--- src/hdl/pgen_color_pkg.sv ---
package pgen_color_pkg;

    // ***********************************************************************
    // Bus and register map (word index; byte address is four times it)
    // ***********************************************************************
    localparam int ADDR_W    = 10;
    localparam int DATA_W    = 32;
    localparam int BE_W      = 4;
    localparam int IDX_W     = 8;
    localparam int IDX_LSB   = 2;
    localparam int NUM_COLORS = 15;
    localparam int NUM_BARS   = 8;
    localparam int BAR_W      = 3;
    localparam int FIX_W      = 4;
    localparam int LEN_W      = 16;

    // Colour byte register index, byte 0 to byte 14
    localparam logic [IDX_W-1:0] COLOR_IDX [NUM_COLORS] = '{
        8'h10, 8'h11, 8'h12, 8'h13, 8'h14, 8'h15, 8'h16, 8'h17,
        8'h18, 8'h19, 8'h1a, 8'h1b, 8'h1c, 8'h1d, 8'h1e};
    localparam logic [IDX_W-1:0] COLOR_BASE_IDX = 8'h10;
    localparam logic [IDX_W-1:0] CTRL_IDX       = 8'h20;
    localparam logic [IDX_W-1:0] LINE_LEN_IDX   = 8'h21;
    localparam logic [IDX_W-1:0] BAR_WIDTH_IDX  = 8'h22;
    localparam logic [IDX_W-1:0] STATUS_IDX     = 8'h23;

    // ***********************************************************************
    // Reset values
    // ***********************************************************************
    localparam logic [7:0] COLOR_RST [NUM_COLORS] = '{
        8'haa, 8'h33, 8'hf0, 8'h7f, 8'h55, 8'hcc, 8'h0f, 8'h80,
        8'h00, 8'h00, 8'h00, 8'h00, 8'h00, 8'h00, 8'h00};
    localparam logic [1:0]       CTRL_RST      = 2'h0;
    localparam logic [LEN_W-1:0] LINE_LEN_RST  = 16'h0040;
    localparam logic [LEN_W-1:0] BAR_WIDTH_RST = 16'h0008;

    // ***********************************************************************
    // Field positions
    // ***********************************************************************
    localparam int CTRL_MODE_LSB  = 0;
    localparam int STAT_POS_LSB   = 0;
    localparam int STAT_BAR_LSB   = 16;
    localparam int STAT_FIX_LSB   = 20;
    localparam logic [FIX_W-1:0] FIX_LAST  = 4'he;
    localparam logic [BAR_W-1:0] BAR_LAST  = 3'h7;

    typedef enum logic [1:0] {
        MODE_OFF,
        MODE_BAR,
        MODE_FIXED
    } pgen_mode_e;

endpackage

--- src/hdl/pattern_color_gen.sv ---
// The Avalon-MM slave port was decided locally.
`timescale 1ns/10ps
// Operation
// RQ1: Bar six carries colour byte six
// RQ2: Colour byte six is seventh fixed byte
// RQ3: Bar seven, last bar, carries byte seven
// RQ4: Colour byte seven is eighth fixed byte
// RQ5: Bytes eight to thirteen feed fixed only
// RQ6: Byte fourteen ends fifteen-byte fixed sequence
// RQ7: Bytes seven, six reset 0x80, 0x0F; 8-bit RW
// RQ8: Bytes eight to fourteen reset to zero
// RQ9: Bars zero to five carry bytes zero-five
// RQ10: Bytes zero-five are fixed bytes one-six
// RQ11: Fixed sequence repeats, restarts each line
module pattern_color_gen
(
    // Clock and reset
    input  wire logic                           clk,
    input  wire logic                           resetn,
    // Avalon-MM slave
    input  wire logic [pgen_color_pkg::ADDR_W-1:0] address,
    input  wire logic                           read,
    input  wire logic                           write,
    input  wire logic [pgen_color_pkg::DATA_W-1:0] writedata,
    input  wire logic [pgen_color_pkg::BE_W-1:0]   byteenable,
    output logic      [pgen_color_pkg::DATA_W-1:0] readdata,
    output logic                                waitrequest,
    // Pattern byte stream
    output logic      [7:0]                     out_data,
    output logic                                out_sol,
    output logic                                out_eol,
    output logic                                out_valid,
    input  wire logic                           out_ready
);
    import pgen_color_pkg::*;

    // ***********************************************************************
    // Byte-lane merge
    // ***********************************************************************
    function automatic logic [DATA_W-1:0] merge_be(input logic [DATA_W-1:0] old_v,
                                                   input logic [DATA_W-1:0] new_v,
                                                   input logic [BE_W-1:0]   be);
        logic [DATA_W-1:0] r;
        r = old_v;
        for (int b = 0; b < BE_W; b++)
        begin
            if (be[b])
                r[b*8 +: 8] = new_v[b*8 +: 8];
        end
        return r;
    endfunction

    // ***********************************************************************
    // Bus slave
    // ***********************************************************************
    logic                 waitrequest_q;
    logic                 waitrequest_d;
    logic [DATA_W-1:0]    readdata_q;
    logic [7:0]           color_q [NUM_COLORS];
    logic [1:0]           ctrl_q;
    logic [LEN_W-1:0]     line_len_q;
    logic [LEN_W-1:0]     bar_width_q;
    logic [LEN_W-1:0]     pos_q;
    logic [LEN_W-1:0]     bar_cnt_q;
    logic [BAR_W-1:0]     bar_idx_q;
    logic [FIX_W-1:0]     fix_idx_q;

    wire [IDX_W-1:0]  word_idx  = address[IDX_LSB +: IDX_W];
    wire              wr_take   = write & ~waitrequest_q;
    wire              rd_start  = read & waitrequest_q;
    wire              is_color  = (word_idx >= COLOR_BASE_IDX) &&
                                  (word_idx < COLOR_BASE_IDX + IDX_W'(NUM_COLORS));
    wire [FIX_W-1:0]  color_sel = FIX_W'(word_idx - COLOR_BASE_IDX);
    wire              wr_ctrl   = wr_take && (word_idx == CTRL_IDX);
    wire              wr_len    = wr_take && (word_idx == LINE_LEN_IDX);
    wire              wr_barw   = wr_take && (word_idx == BAR_WIDTH_IDX);
    wire [DATA_W-1:0] merged_ctrl = merge_be(DATA_W'(ctrl_q), writedata, byteenable);
    wire [DATA_W-1:0] merged_len  = merge_be(DATA_W'(line_len_q), writedata, byteenable);
    wire [DATA_W-1:0] merged_barw = merge_be(DATA_W'(bar_width_q), writedata, byteenable);

    logic [DATA_W-1:0] status_word;
    always_comb
    begin
        status_word = '0;
        status_word[STAT_POS_LSB +: LEN_W] = pos_q;
        status_word[STAT_BAR_LSB +: BAR_W] = bar_idx_q;
        status_word[STAT_FIX_LSB +: FIX_W] = fix_idx_q;
    end

    // Unmapped words read as zero, writes to them are dropped
    wire [DATA_W-1:0] rd_word =
        is_color                     ? DATA_W'(color_q[color_sel]) :
        (word_idx == CTRL_IDX)       ? DATA_W'(ctrl_q)             :
        (word_idx == LINE_LEN_IDX)   ? DATA_W'(line_len_q)         :
        (word_idx == BAR_WIDTH_IDX)  ? DATA_W'(bar_width_q)        :
        (word_idx == STATUS_IDX)     ? status_word                 : '0;

    // Every access answers one cycle after it appears
    assign waitrequest_d = ~((read | write) & waitrequest_q);

    always_ff @(posedge clk)
    begin
        if (!resetn)
        begin
            waitrequest_q <= 1'b1;
            readdata_q    <= '0;
        end
        else
        begin
            waitrequest_q <= waitrequest_d;
            if (rd_start)
                readdata_q <= rd_word;
        end
    end

    // Colour bytes, one per generate slice
    generate
        for (genvar k = 0; k < NUM_COLORS; k++)
        begin : g_color
            wire hit = wr_take && (word_idx == COLOR_IDX[k]) && byteenable[0];
            always_ff @(posedge clk)
            begin
                if (!resetn)
                    color_q[k] <= COLOR_RST[k];       // [RQ7] [RQ8]
                else if (hit)
                    color_q[k] <= writedata[7:0];     // [RQ7]
            end
        end
    endgenerate

    always_ff @(posedge clk)
    begin
        if (!resetn)
        begin
            ctrl_q      <= CTRL_RST;
            line_len_q  <= LINE_LEN_RST;
            bar_width_q <= BAR_WIDTH_RST;
        end
        else
        begin
            if (wr_ctrl)
                ctrl_q <= merged_ctrl[CTRL_MODE_LSB +: 2];
            if (wr_len)
                line_len_q <= merged_len[LEN_W-1:0];
            if (wr_barw)
                bar_width_q <= merged_barw[LEN_W-1:0];
        end
    end

    // ***********************************************************************
    // Pattern generator
    // ***********************************************************************
    pgen_mode_e mode;
    assign mode = pgen_mode_e'(ctrl_q);

    logic       gen_valid;
    logic [7:0] gen_data;
    always_comb
    begin
        gen_valid = 1'b0;
        gen_data  = '0;
        unique case (mode)
            MODE_OFF:
            begin
                gen_valid = 1'b0;
                gen_data  = '0;
            end
            MODE_BAR:
            begin
                gen_valid = 1'b1;
                gen_data  = color_q[FIX_W'(bar_idx_q)];  // [RQ1] [RQ3] [RQ5] [RQ9]
            end
            MODE_FIXED:
            begin
                gen_valid = 1'b1;
                gen_data  = color_q[fix_idx_q];  // [RQ2] [RQ4] [RQ5] [RQ6] [RQ10]
            end
            default:
            begin
                gen_valid = 1'b0;
                gen_data  = '0;
            end
        endcase
    end

    logic skid_valid_q;
    wire  gen_ready = ~skid_valid_q;
    wire  push      = gen_valid & gen_ready;
    wire  gen_sol   = (pos_q == '0);
    wire  gen_eol   = (pos_q == line_len_q - LEN_W'(1));
    wire  bar_end   = (bar_cnt_q == bar_width_q - LEN_W'(1));

    // A mode write restarts the line so the new pattern starts clean
    always_ff @(posedge clk)
    begin
        if (!resetn || wr_ctrl)
        begin
            pos_q     <= '0;
            bar_cnt_q <= '0;
            bar_idx_q <= '0;
            fix_idx_q <= '0;
        end
        else if (push)
        begin
            pos_q     <= gen_eol ? '0 : pos_q + LEN_W'(1);
            bar_cnt_q <= (gen_eol || bar_end) ? '0 : bar_cnt_q + LEN_W'(1);
            // Bars beyond the eighth wrap to bar zero
            bar_idx_q <= gen_eol ? '0 : (bar_end ? bar_idx_q + BAR_W'(1) : bar_idx_q);
            fix_idx_q <= (gen_eol || fix_idx_q == FIX_LAST) ? '0
                         : fix_idx_q + FIX_W'(1);                 // [RQ6] [RQ11]
        end
    end

    // ***********************************************************************
    // Two-entry output buffer
    // ***********************************************************************
    logic [9:0] skid_q;
    logic [9:0] out_q;
    logic       out_valid_q;
    wire  [9:0] gen_word = {gen_sol, gen_eol, gen_data};
    wire        out_free = ~out_valid_q | out_ready;

    always_ff @(posedge clk)
    begin
        if (!resetn)
        begin
            out_valid_q  <= 1'b0;
            out_q        <= '0;
            skid_valid_q <= 1'b0;
            skid_q       <= '0;
        end
        else if (out_free)
        begin
            out_valid_q  <= skid_valid_q | push;
            out_q        <= skid_valid_q ? skid_q : (push ? gen_word : out_q);
            skid_valid_q <= 1'b0;
        end
        else if (push)
        begin
            skid_valid_q <= 1'b1;
            skid_q       <= gen_word;
        end
    end

    assign readdata    = readdata_q;
    assign waitrequest = waitrequest_q;
    assign out_valid   = out_valid_q;
    assign out_data    = out_q[7:0];
    assign out_eol     = out_q[8];
    assign out_sol     = out_q[9];

    // ***********************************************************************
    // Assertions
    // ***********************************************************************
    property p_bar6;
        @(posedge clk) disable iff (!resetn)
        (push && mode == MODE_BAR && bar_idx_q == BAR_W'(6)) |-> gen_data == color_q[6];
    endproperty
    a_bar6: assert property (p_bar6) else $error("bar six byte wrong"); // [RQ1]

    property p_fix6;
        @(posedge clk) disable iff (!resetn)
        (push && mode == MODE_FIXED && fix_idx_q == FIX_W'(6)) |-> gen_data == color_q[6];
    endproperty
    a_fix6: assert property (p_fix6) else $error("fixed byte seven wrong"); // [RQ2]

    property p_bar7;
        @(posedge clk) disable iff (!resetn)
        (push && mode == MODE_BAR && bar_idx_q == BAR_LAST && !gen_eol && !bar_end && !wr_ctrl)
            |=> bar_idx_q == BAR_LAST && gen_data == color_q[7];
    endproperty
    a_bar7: assert property (p_bar7) else $error("bar seven byte wrong"); // [RQ3]

    property p_fix7;
        @(posedge clk) disable iff (!resetn)
        (push && mode == MODE_FIXED && fix_idx_q == FIX_W'(6) && !gen_eol && !wr_ctrl)
            |=> fix_idx_q == FIX_W'(7) && gen_data == color_q[7];
    endproperty
    a_fix7: assert property (p_fix7) else $error("fixed byte eight wrong"); // [RQ4]

    property p_bar_range;
        @(posedge clk) disable iff (!resetn)
        (mode == MODE_BAR && bar_idx_q < BAR_W'(6)) |-> gen_data == color_q[bar_idx_q];
    endproperty
    a_bar_range: assert property (p_bar_range) else $error("bar byte 0-5 wrong"); // [RQ9]

    property p_fix_wrap;
        @(posedge clk) disable iff (!resetn)
        (push && mode == MODE_FIXED && fix_idx_q == FIX_LAST && !wr_ctrl)
            |=> fix_idx_q == '0 && gen_data == color_q[0];
    endproperty
    a_fix_wrap: assert property (p_fix_wrap) else $error("fixed wrap wrong"); // [RQ6]

    property p_line_restart;
        @(posedge clk) disable iff (!resetn)
        (push && gen_eol) |=> pos_q == '0 && fix_idx_q == '0 && bar_idx_q == '0;
    endproperty
    a_line_restart: assert property (p_line_restart) else $error("line restart"); // [RQ11]

    property p_reset_vals;
        @(posedge clk) disable iff (!resetn)
        $past(!resetn) |-> color_q[6] == COLOR_RST[6] && color_q[7] == COLOR_RST[7]
                          && color_q[14] == COLOR_RST[14] && color_q[0] == COLOR_RST[0];
    endproperty
    a_reset_vals: assert property (p_reset_vals) else $error("reset values"); // [RQ7]

    property p_reset_zero;
        @(posedge clk) disable iff (!resetn)
        $past(!resetn) |-> color_q[8] == '0 && color_q[13] == '0;
    endproperty
    a_reset_zero: assert property (p_reset_zero) else $error("upper bytes not zero"); // [RQ8]

    property p_color_write;
        @(posedge clk) disable iff (!resetn)
        (wr_take && is_color && byteenable[0])
            |=> color_q[$past(color_sel)] == $past(writedata[7:0]);
    endproperty
    a_color_write: assert property (p_color_write) else $error("colour write lost"); // [RQ7]

    property p_fix_low;
        @(posedge clk) disable iff (!resetn)
        (mode == MODE_FIXED && fix_idx_q < FIX_W'(6)) |-> gen_data == color_q[fix_idx_q];
    endproperty
    a_fix_low: assert property (p_fix_low) else $error("fixed bytes 1-6 wrong"); // [RQ10]

    property p_wait_answer;
        @(posedge clk) disable iff (!resetn)
        ((read || write) && waitrequest) |=> !waitrequest;
    endproperty
    a_wait_answer: assert property (p_wait_answer) else $error("no bus answer");

    property p_hold_stall;
        @(posedge clk) disable iff (!resetn)
        (out_valid && !out_ready) |=> out_valid && $stable(out_data);
    endproperty
    a_hold_stall: assert property (p_hold_stall) else $error("word lost on stall");

    c_bar7:   cover property (@(posedge clk) push && mode == MODE_BAR && bar_idx_q == BAR_LAST);
    c_fixwrp: cover property (@(posedge clk) push && mode == MODE_FIXED && fix_idx_q == FIX_LAST);
    c_skid:   cover property (@(posedge clk) skid_valid_q && !out_ready);
    c_write:  cover property (@(posedge clk) wr_take && is_color);

endmodule // pattern_color_gen

--- config.mk ---
export PLATFORM = sky130hd
export DESIGN_NAME = pattern_color_gen
export DESIGN_NICKNAME = d
export VERILOG_FILES = /design/src/hdl/pgen_color_pkg.sv /design/src/hdl/pattern_color_gen.sv
export SDC_FILE = /design/constraint.sdc
export NUM_CORES = 1
export LEC_CHECK = 0
export BUFFER_PORTS_ARGS = -buffer_cell sky130_fd_sc_hd__clkbuf_2
export CORE_UTILIZATION = 46
export DETAILED_ROUTE_END_ITERATION = 12
export GPL_ROUTABILITY_DRIVEN = 0
export GPL_TIMING_DRIVEN = 0
export SYNTH_ARGS = -nofsm -noshare
export SYNTH_HDL_FRONTEND = slang
export SYNTH_SLANG_ARGS = --single-unit
--- constraint.sdc ---
create_clock -name clk -period 9.8 [get_ports clk]
set_input_delay 0.98 -clock clk [delete_from_list [all_inputs] [get_ports clk]]
set_output_delay 0.98 -clock clk [all_outputs]
set_load 0.02 [all_outputs]
==> impl_results.md, run 1 <==
* # DRC at 0
* WL/cell at 23.93 um
* #FFs+latches synth at 246
* Max-slew violations at 0
* Worst setup SP type: primary input
* CTS Sinks at 246
* Worst Hold Class: flip-flop to flip-flop
* Initial antenna violation count at 4
* Post-synthesis cell type count at 70
* Worst path arrival time at 4.80 ns
* Top cells by area, synth: edfxtp_1, dfxtp_1, mux4_2
* Mapped cell area at 13,910 um^2
* Ports at 95
* Vias per inst at 6.087
* DP HPWL at 32,570 um
* Postcts setup bufs at 0
* Share of the synthesized area in the top cell type at 25.91%
* Seq. cell area at 6126 um^2
* Max frequency at 215.9 MHz
* H-tree Lvls at 1
* Reg2reg end: bar_cnt_q[12]$_SDFFE_PP0P_
* WP buf/inv at 5
* GRT Total Usage at 28.42%
* Req. time, crit path at 9.97 ns
* Maxcap violations at 0
* Hold EP: waitrequest$_SDFF_PN1_
* Floorplan Core Area at 29,720 um^2
* Avg Cell Area, Syn at 10.59 um^2
* Count of flip-flops with a built-in enable after synthesis at 120
* Switching share of total power at 24.13%
* Die X at 175.9 um
* Final setup skew at 0.02868 ns
* # nets final at 1,476
* Slowest-stage cell, CP: o21ai_0
* First DRT Iteration DRCs at 1,238
* Critical path peak fanout at 10
* R2R depth at 13
* Worst-skew pair later-pin latency at 0.58 ns
* Clock power share at 44.5%
* Unrepaired setup endpoints after global routing: no
* Row cnt at 63
* Post-Syn Instances at 1,313
* Sequential fraction of the synthesis area at 44.04%
* TritonCTS clock tree: done
* Vias in the first global route at 10,300
* Setup TNS Final at 0 ns
* Largest net degree at the start of global routing at 15
* Worst relative slew slack at 10.83%
* Multi-input logic area at 7243 um^2
* Status: finished, final reports clean
* Worst slew pin tran at 1.323 ns
* Fin crit share at 47.27%
* Global-route wire length before repair at 64,940 um
* Grt ovf at 0
* Post-CTS resize count at 0
* Crit-path leading delay family: buffers and inverters
* Clock buffer depth at 3
* Comb power frac at 7.3%
* Die height at 175.9 um
* Cell leakage power at 5.309 nW
* Hold Buf Count CTS at 0
* DRT Wirelength at 43,670 um
* WS Path Type: primary input to flip-flop
* Sw Pwr at 0.0005531 W
* CP Cell Sequence: clkbuf_1, buf_1, buf_6, nor2b_1, clkbuf_1, clkbuf_1, nand2_1, o21ai_0
* WHS Path Cells at 1
* Cell area power density at 146.8 nW/um^2
* Drt pass-1 iters at 5
* # setup viols final at 0
* Peak supply drop at 0.0001637 V
* Vias at 11,110
* Min-delay src: waitrequest$_SDFF_PN1_
* Fraction of layout cells with a size suffix above 1 at 16.60%
* FFs w/ async S/R, synth at 0%
* Root buffer cell: clkbuf_16
* Routed Antenna Nets at 0
* Number of port buffers at 62
* RR Startpoint: bar_width_q[0]$_SDFFE_PN0P_
* Ys Warns at 0
* Layout fillers at 2,681
* Pre-CTS setup slack at 4.476 ns
* Synth area leader: edfxtp_1
* Sequential power share at 48.3%
* Die ar. at 30,940 um^2
* R2r setup slk at 6.00 ns
* Fin crit period at 4.632 ns
* Fin. Hold Viols at 0
* Worst-path clk slew at 0.06 ns
* Critical Path Max Stage Delay at 0.98 ns
* Worst setup margin at 5.168 ns
* Most frequent CP cell: clkbuf_1
* Layout area overhead at 12.26%
* Initial Util at 46.81%
* Crit end category: flip-flop
* Pint at 0.001739 W
* CTS Buf Count at 27
* Top_reg_cell synth: dfxtp_1
## worst reg2reg max path: cells and delay by family (launching register included)
| kind | cells | cell delay (ns) |
|---|---|---|
| AOI/OAI and AO/OA | 3 | 0.80 |
| adders and majority gates | 1 | 0.24 |
| buffers and inverters | 4 | 1.02 |
| DFF | 1 | 0.29 |
| and+or+nand+nor | 5 | 1.35 |
## cell type report
cell class                 instances  share of cell area (%)
antenna                            1                 0.01603
buffer                           108                   3.005
clock buffer                      35                   4.519
clock inverter                    13                  0.9535
inverter                          27                  0.6490
multi-input combinational        940                   46.39
sequential                       246                   39.23
tap                              390                   3.125
timing repair buffer              65                   2.115
## per-stage QoR
stage / utilization (%) / total power [W] / instances / area, um^2 / hold slack [ns]
after floorplan: - / 0.001223 / 1321 / 13940 / 0.4575
after global placement: 49.59 / 0.001287 / 1773 / 14740 / 0.4573
after detailed placement: 49.62 / 0.001290 / 1774 / 14750 / 0.4630
after CTS: 52.49 / 0.002298 / 1822 / 15600 / 0.4780
after global routing: 52.54 / 0.002349 / 1824 / 15610 / 0.5162
final: 52.55 / 0.002293 / 1825 / 15620 / 0.4775
## logic make-up (layout without fill, tap and decap cells)
kind of cell | after synthesis | after routing | share of synthesized area (%)
simple gates | 511 | 511 | 19.32
flops | 246 | 246 | 44.04
compound gates | 211 | 211 | 10.25
mux | 139 | 139 | 17.58
buf+inv | 135 | 248 | 4.102
xor+xnor | 60 | 60 | 3.778
fa+ha+maj | 10 | 10 | 0.8995
other cells | 1 | 10 | 0.02696
## cell usage after synthesis (all sizes together), types with 32 or more instances
| master | n |
|---|---|
| o21ai | 69 |
| mux2i | 35 |
| nand2 | 123 |
| edfxtp | 120 |
| clkbuf | 83 |
| dfxtp | 126 |
| and2 | 91 |
| nor2b | 32 |
| nor3 | 32 |
| nor2 | 88 |
| mux4 | 82 |
| or3 | 34 |
## placed cells by master, fill, tap and decap left out, types with 35 or more instances in the layout
| cell | instances |
|---|---|
| edfxtp_1 | 120 |
| dfxtp_1 | 126 |
| nor2_1 | 88 |
| and2_1 | 91 |
| mux4_2 | 82 |
| clkbuf_1 | 90 |
| nand2_1 | 123 |
| o21ai_0 | 63 |
| mux2i_1 | 35 |
| clkbuf_2 | 63 |
## worst max path at each step
stage                    start                           end  slack, ns  cells after the start
floorplan           address[2]   color_q[9][0]$_SDFFCE_PN0P_       6.08                      8
global placement    address[2]  color_q[13][0]$_SDFFCE_PN0P_       4.49                      8
detailed placement  address[2]  color_q[13][0]$_SDFFCE_PN0P_       4.48                      8
CTS                 address[2]  color_q[13][4]$_SDFFCE_PN0P_       5.08                      8
global route        address[2]   color_q[9][2]$_SDFFCE_PN0P_       4.96                      8
finish              address[2]   color_q[5][3]$_SDFFCE_PN1P_       5.17                      8
## per-layer routing
layer  vias up  global-route usage (%)  wire, um
met4         4                   10.07      1536
met5         -                       0        26
met2       555                   43.02     19000
met1      5410                   39.60     18790
met3       107                   6.818      4317
li1       5033                       -         -
## power groups by stage
stage / registers, W / clock network, W / logic [W]
final: 0.00111 / 0.00102 / 0.000167
after global routing: 0.00111 / 0.00107 / 0.000173
after CTS: 0.00111 / 0.00103 / 0.000162
after detailed placement: 0.00113 / 0 / 0.000162
after global placement: 0.00113 / 0 / 0.000160
after floorplan: 0.00113 / 0 / 0.0000973
## flip-flops by register name (all words and copies together), names as in the netlist, named ones only
signal,flops
pos_q,16
out_valid,1
out_q,10
bar_idx_q,3
color_q,120
bar_width_q,16
skid_valid_q,1
fix_idx_q,4
ctrl_q,2
line_len_q,16
waitrequest,1
readdata,23
skid_q,10
bar_cnt_q,16
No activity file was read; power rests on OpenSTA's default activity.
==> run 2, diff against run 1 <==
- PLACE_DENSITY: default -> 0.66
- clock period: 9.8 -> 3.98 ns (I/O delays scaled with it)
==> run 2 against run 1 <==
  * Core utilization is essentially flat
  * Via count grew 1.6%
  * Clock skew shrank 0.0037 ns
  * Flip-flop and latch count is the same
  * Register-to-register slack lost 5.7 ns
  * Die area is the same
  * Non-clock buffer count shrank 3
  * Largest cell class unchanged
  * Combinational power grew 140%
  * Sequential power grew 150%
  * Critical path depth is the same
  * Wire length shrank 2.5%
  * Clock power grew 150%
==> impl_results.md, run 2 (synthesis results as in run 1) <==
* Fraction of layout cells with a size suffix above 1 at 17.18% (+0.58 points)
* First DRT Iteration DRCs at 1,334 (+7.8%)
* Critical Path Max Stage Delay at 0.73 ns (-0.25 ns)
* Post-route core utilization at 52.59% (about the same)
* Status: finished, final reports clean
* Slowest-stage cell, CP: buf_1
* GR peak layer: met2
* Final setup skew at 0.02500 ns (-0.003684 ns)
* Global-route wire length before repair at 64,110 um (-1.3%)
* Vias per inst at 6.186 (+1.6%)
* Fin crit share at 93.89%
* Most common cell after layout, fill and taps aside: dfxtp_1
* Worst path arrival time at 3.93 ns (-0.87 ns)
* H-tree Lvls at 1 (unchanged)
* Req. time, crit path at 4.17 ns (-5.80 ns)
* Vias in the first global route at 10,600 (+2.9%)
* Most frequent CP cell: clkbuf_1
* Worst setup margin at 0.2432 ns (-4.925 ns)
* Pint at 0.004293 W (+150%)
* Peak supply drop at 0.0003080 V (+88%)
* Fin crit period at 3.737 ns
* Sequential power share at 48.4% (about the same)
* M3 GR Usage at 7.532% (+0.71 points)
* Layout fillers at 2,616 (-2.4%)
* Sw Pwr at 0.001338 W (+140%)
* Met1 Track Usage GR at 37.12% (-2.5 points)
* # setup viols final at 0 (unchanged)
* Met2 usage in global routing at 42.93% (-0.082 points)
* # DRC at 0 (unchanged)
* Worst relative slew slack at 4.105% (-6.7 points)
* Grt ovf at 0 (unchanged)
* Maxcap violations at 0 (unchanged)
* Switching share of total power at 23.75% (-0.37 points)
* Floorplan Core Area at 29,720 um^2 (unchanged)
* TritonCTS clock tree: done
* Clock power share at 44.4% (about the same)
* Commonest non-fill, non-tap cells in the layout: dfxtp_1, nand2_1, edfxtp_1
* Layout Cells excl Fill at 1,824 (-0.055%)
* Max reg flops at 120 (unchanged)
* Ports at 95 (unchanged)
* GRT Total Usage at 27.62% (-0.79 points)
* Crit end category: flip-flop
* Unrepaired setup endpoints after global routing: no
* # nets final at 1,473 (-0.20%)
* WL/cell at 23.34 um (-2.5%)
* DP HPWL at 31,700 um (-2.7%)
* Root buffer cell: clkbuf_16
* WP buf/inv at 5 (unchanged)
* Max frequency at 267.6 MHz
* Die X at 175.9 um (unchanged)
* Max-slew violations at 0 (unchanged)
* Multi-input logic area at 7256 um^2 (+0.17%)
* Comb power frac at 7.2% (about the same)
* Worst-path clk slew at 0.06 ns (about the same)
* Worst Hold Class: primary input to flip-flop
* Drt pass-1 iters at 6 (+1)
* CTS Sinks at 246 (unchanged)
* Worst-skew pair later-pin latency at 0.57 ns (about the same)
* CP Cell Sequence: clkbuf_1, buf_1, buf_6, nor2b_1, clkbuf_1, clkbuf_1, nand2_1, o21ai_1
* Row cnt at 63 (unchanged)
* Vias at 11,280 (+1.6%)
* Layout area overhead at 12.36% (about the same)
* WS Path Type: primary input to flip-flop
* Initial Util at 46.81% (unchanged)
* Seq. cell area at 6126 um^2 (unchanged)
* Cell area power density at 360.3 nW/um^2 (+150%)
* DRT Wirelength at 42,570 um (-2.5%)
* Cells after DPL at 1,773 (-0.056%)
* Initial antenna violation count at 2 (-2)
* Setup TNS Final at 0 ns (unchanged)
* Fin. Hold Viols at 0 (unchanged)
* Critical path peak fanout at 10 (unchanged)
* R2r setup slk at 0.34 ns (-5.66 ns)
* Crit-path leading delay family: buffers and inverters
* Largest net degree at the start of global routing at 14 (-1)
* Number of port buffers at 62 (unchanged)
* Cell leakage power at 5.319 nW (+0.19%)
* Pre-CTS setup slack at -0.7309 ns (-5.207 ns)
* Clock buffer depth at 3 (unchanged)
* Worst slew pin tran at 1.423 ns (+0.09988 ns)
* Die ar. at 30,940 um^2 (unchanged)
* Register name with the most flops: color_q
* Routed Antenna Nets at 0 (unchanged)
* Die height at 175.9 um (unchanged)
* Worst setup SP type: primary input
* CTS Buf Count at 27 (unchanged)
-- run 2: cell types whose count changed in the layout (fill, tap and decap cells not counted), sizes merged --
cell and change:
diode +1, bufinv -2, clkinv -6, clkbuf +6, inv +2, buf -2
-- run 2: metrics by stage --
| stage | hold slack, ns | total power (W) | instance area (um^2) |
|---|---|---|---|
| 2_1_floorplan | 0.4575 | 0.003012 | 13940 |
| 3_3_place_gp | 0.4556 | 0.003163 | 14740 |
| 3_5_place_dp | 0.4689 | 0.003171 | 14740 |
| 4_1_cts | 0.07866 | 0.005621 | 15610 |
| 5_1_grt | 0.09574 | 0.005765 | 15620 |
| 6_report | 0.09337 | 0.005631 | 15630 |
-- run 2: power by group through the flow --
stage | clock network [W] | registers, W | logic, W
2_1_floorplan | 0 | 0.00277 | 0.000240
3_3_place_gp | 0 | 0.00277 | 0.000389
3_5_place_dp | 0 | 0.00278 | 0.000393
4_1_cts | 0.00250 | 0.00272 | 0.000394
5_1_grt | 0.00262 | 0.00273 | 0.000422
6_report | 0.00250 | 0.00272 | 0.000405
-- run 2: what timing repair did --
item / in CTS / in global routing
setup endpoints to repair: 16 / 24
buffers inserted: 0 / 0
hold buffers: 0 / 0
resized for setup: 2 / 3
hold endpoints to repair: 0 / 0
-- run 2: layer usage --
layer	wire, um	up-vias
li1	-	5038
met1	17030	5501
met2	19420	634
met3	4716	108
met4	1388	2
met5	13	-
-- run 2: final cells by class --
class / count / area share (%)
clock inverters: 7 / 0.4243
flip-flops and latches: 246 / 39.20
diodes: 2 / 0.03202
plain buffers: 108 / 3.002
well taps: 390 / 3.122
repair buffers: 62 / 1.985
clock buffers: 42 / 5.164
inverters: 27 / 0.6485
multi-input cells: 940 / 46.43
-- run 2: worst paths after layout --
check | from | endpoint | cells past startpoint
worst max-delay path | address[2] | color_q[9][4]$_SDFFCE_PN0P_ | 8
worst min register to register | skid_q[8]$_SDFFE_PN0P_ | out_q[8]$_SDFFE_PN0P_ | 2
worst min-delay path | read | waitrequest$_SDFF_PN1_ | 2
worst max register to register | bar_width_q[0]$_SDFFE_PN0P_ | bar_cnt_q[12]$_SDFFE_PP0P_ | 13
-- run 2: worst reg2reg max path, delay by kind of cell, from the launching register on --
kind | cells | cell delay [ns]
flops | 1 | 0.29
fa+ha+maj | 1 | 0.22
compound gates | 3 | 0.72
simple gates | 5 | 1.29
buf+inv | 4 | 1.01
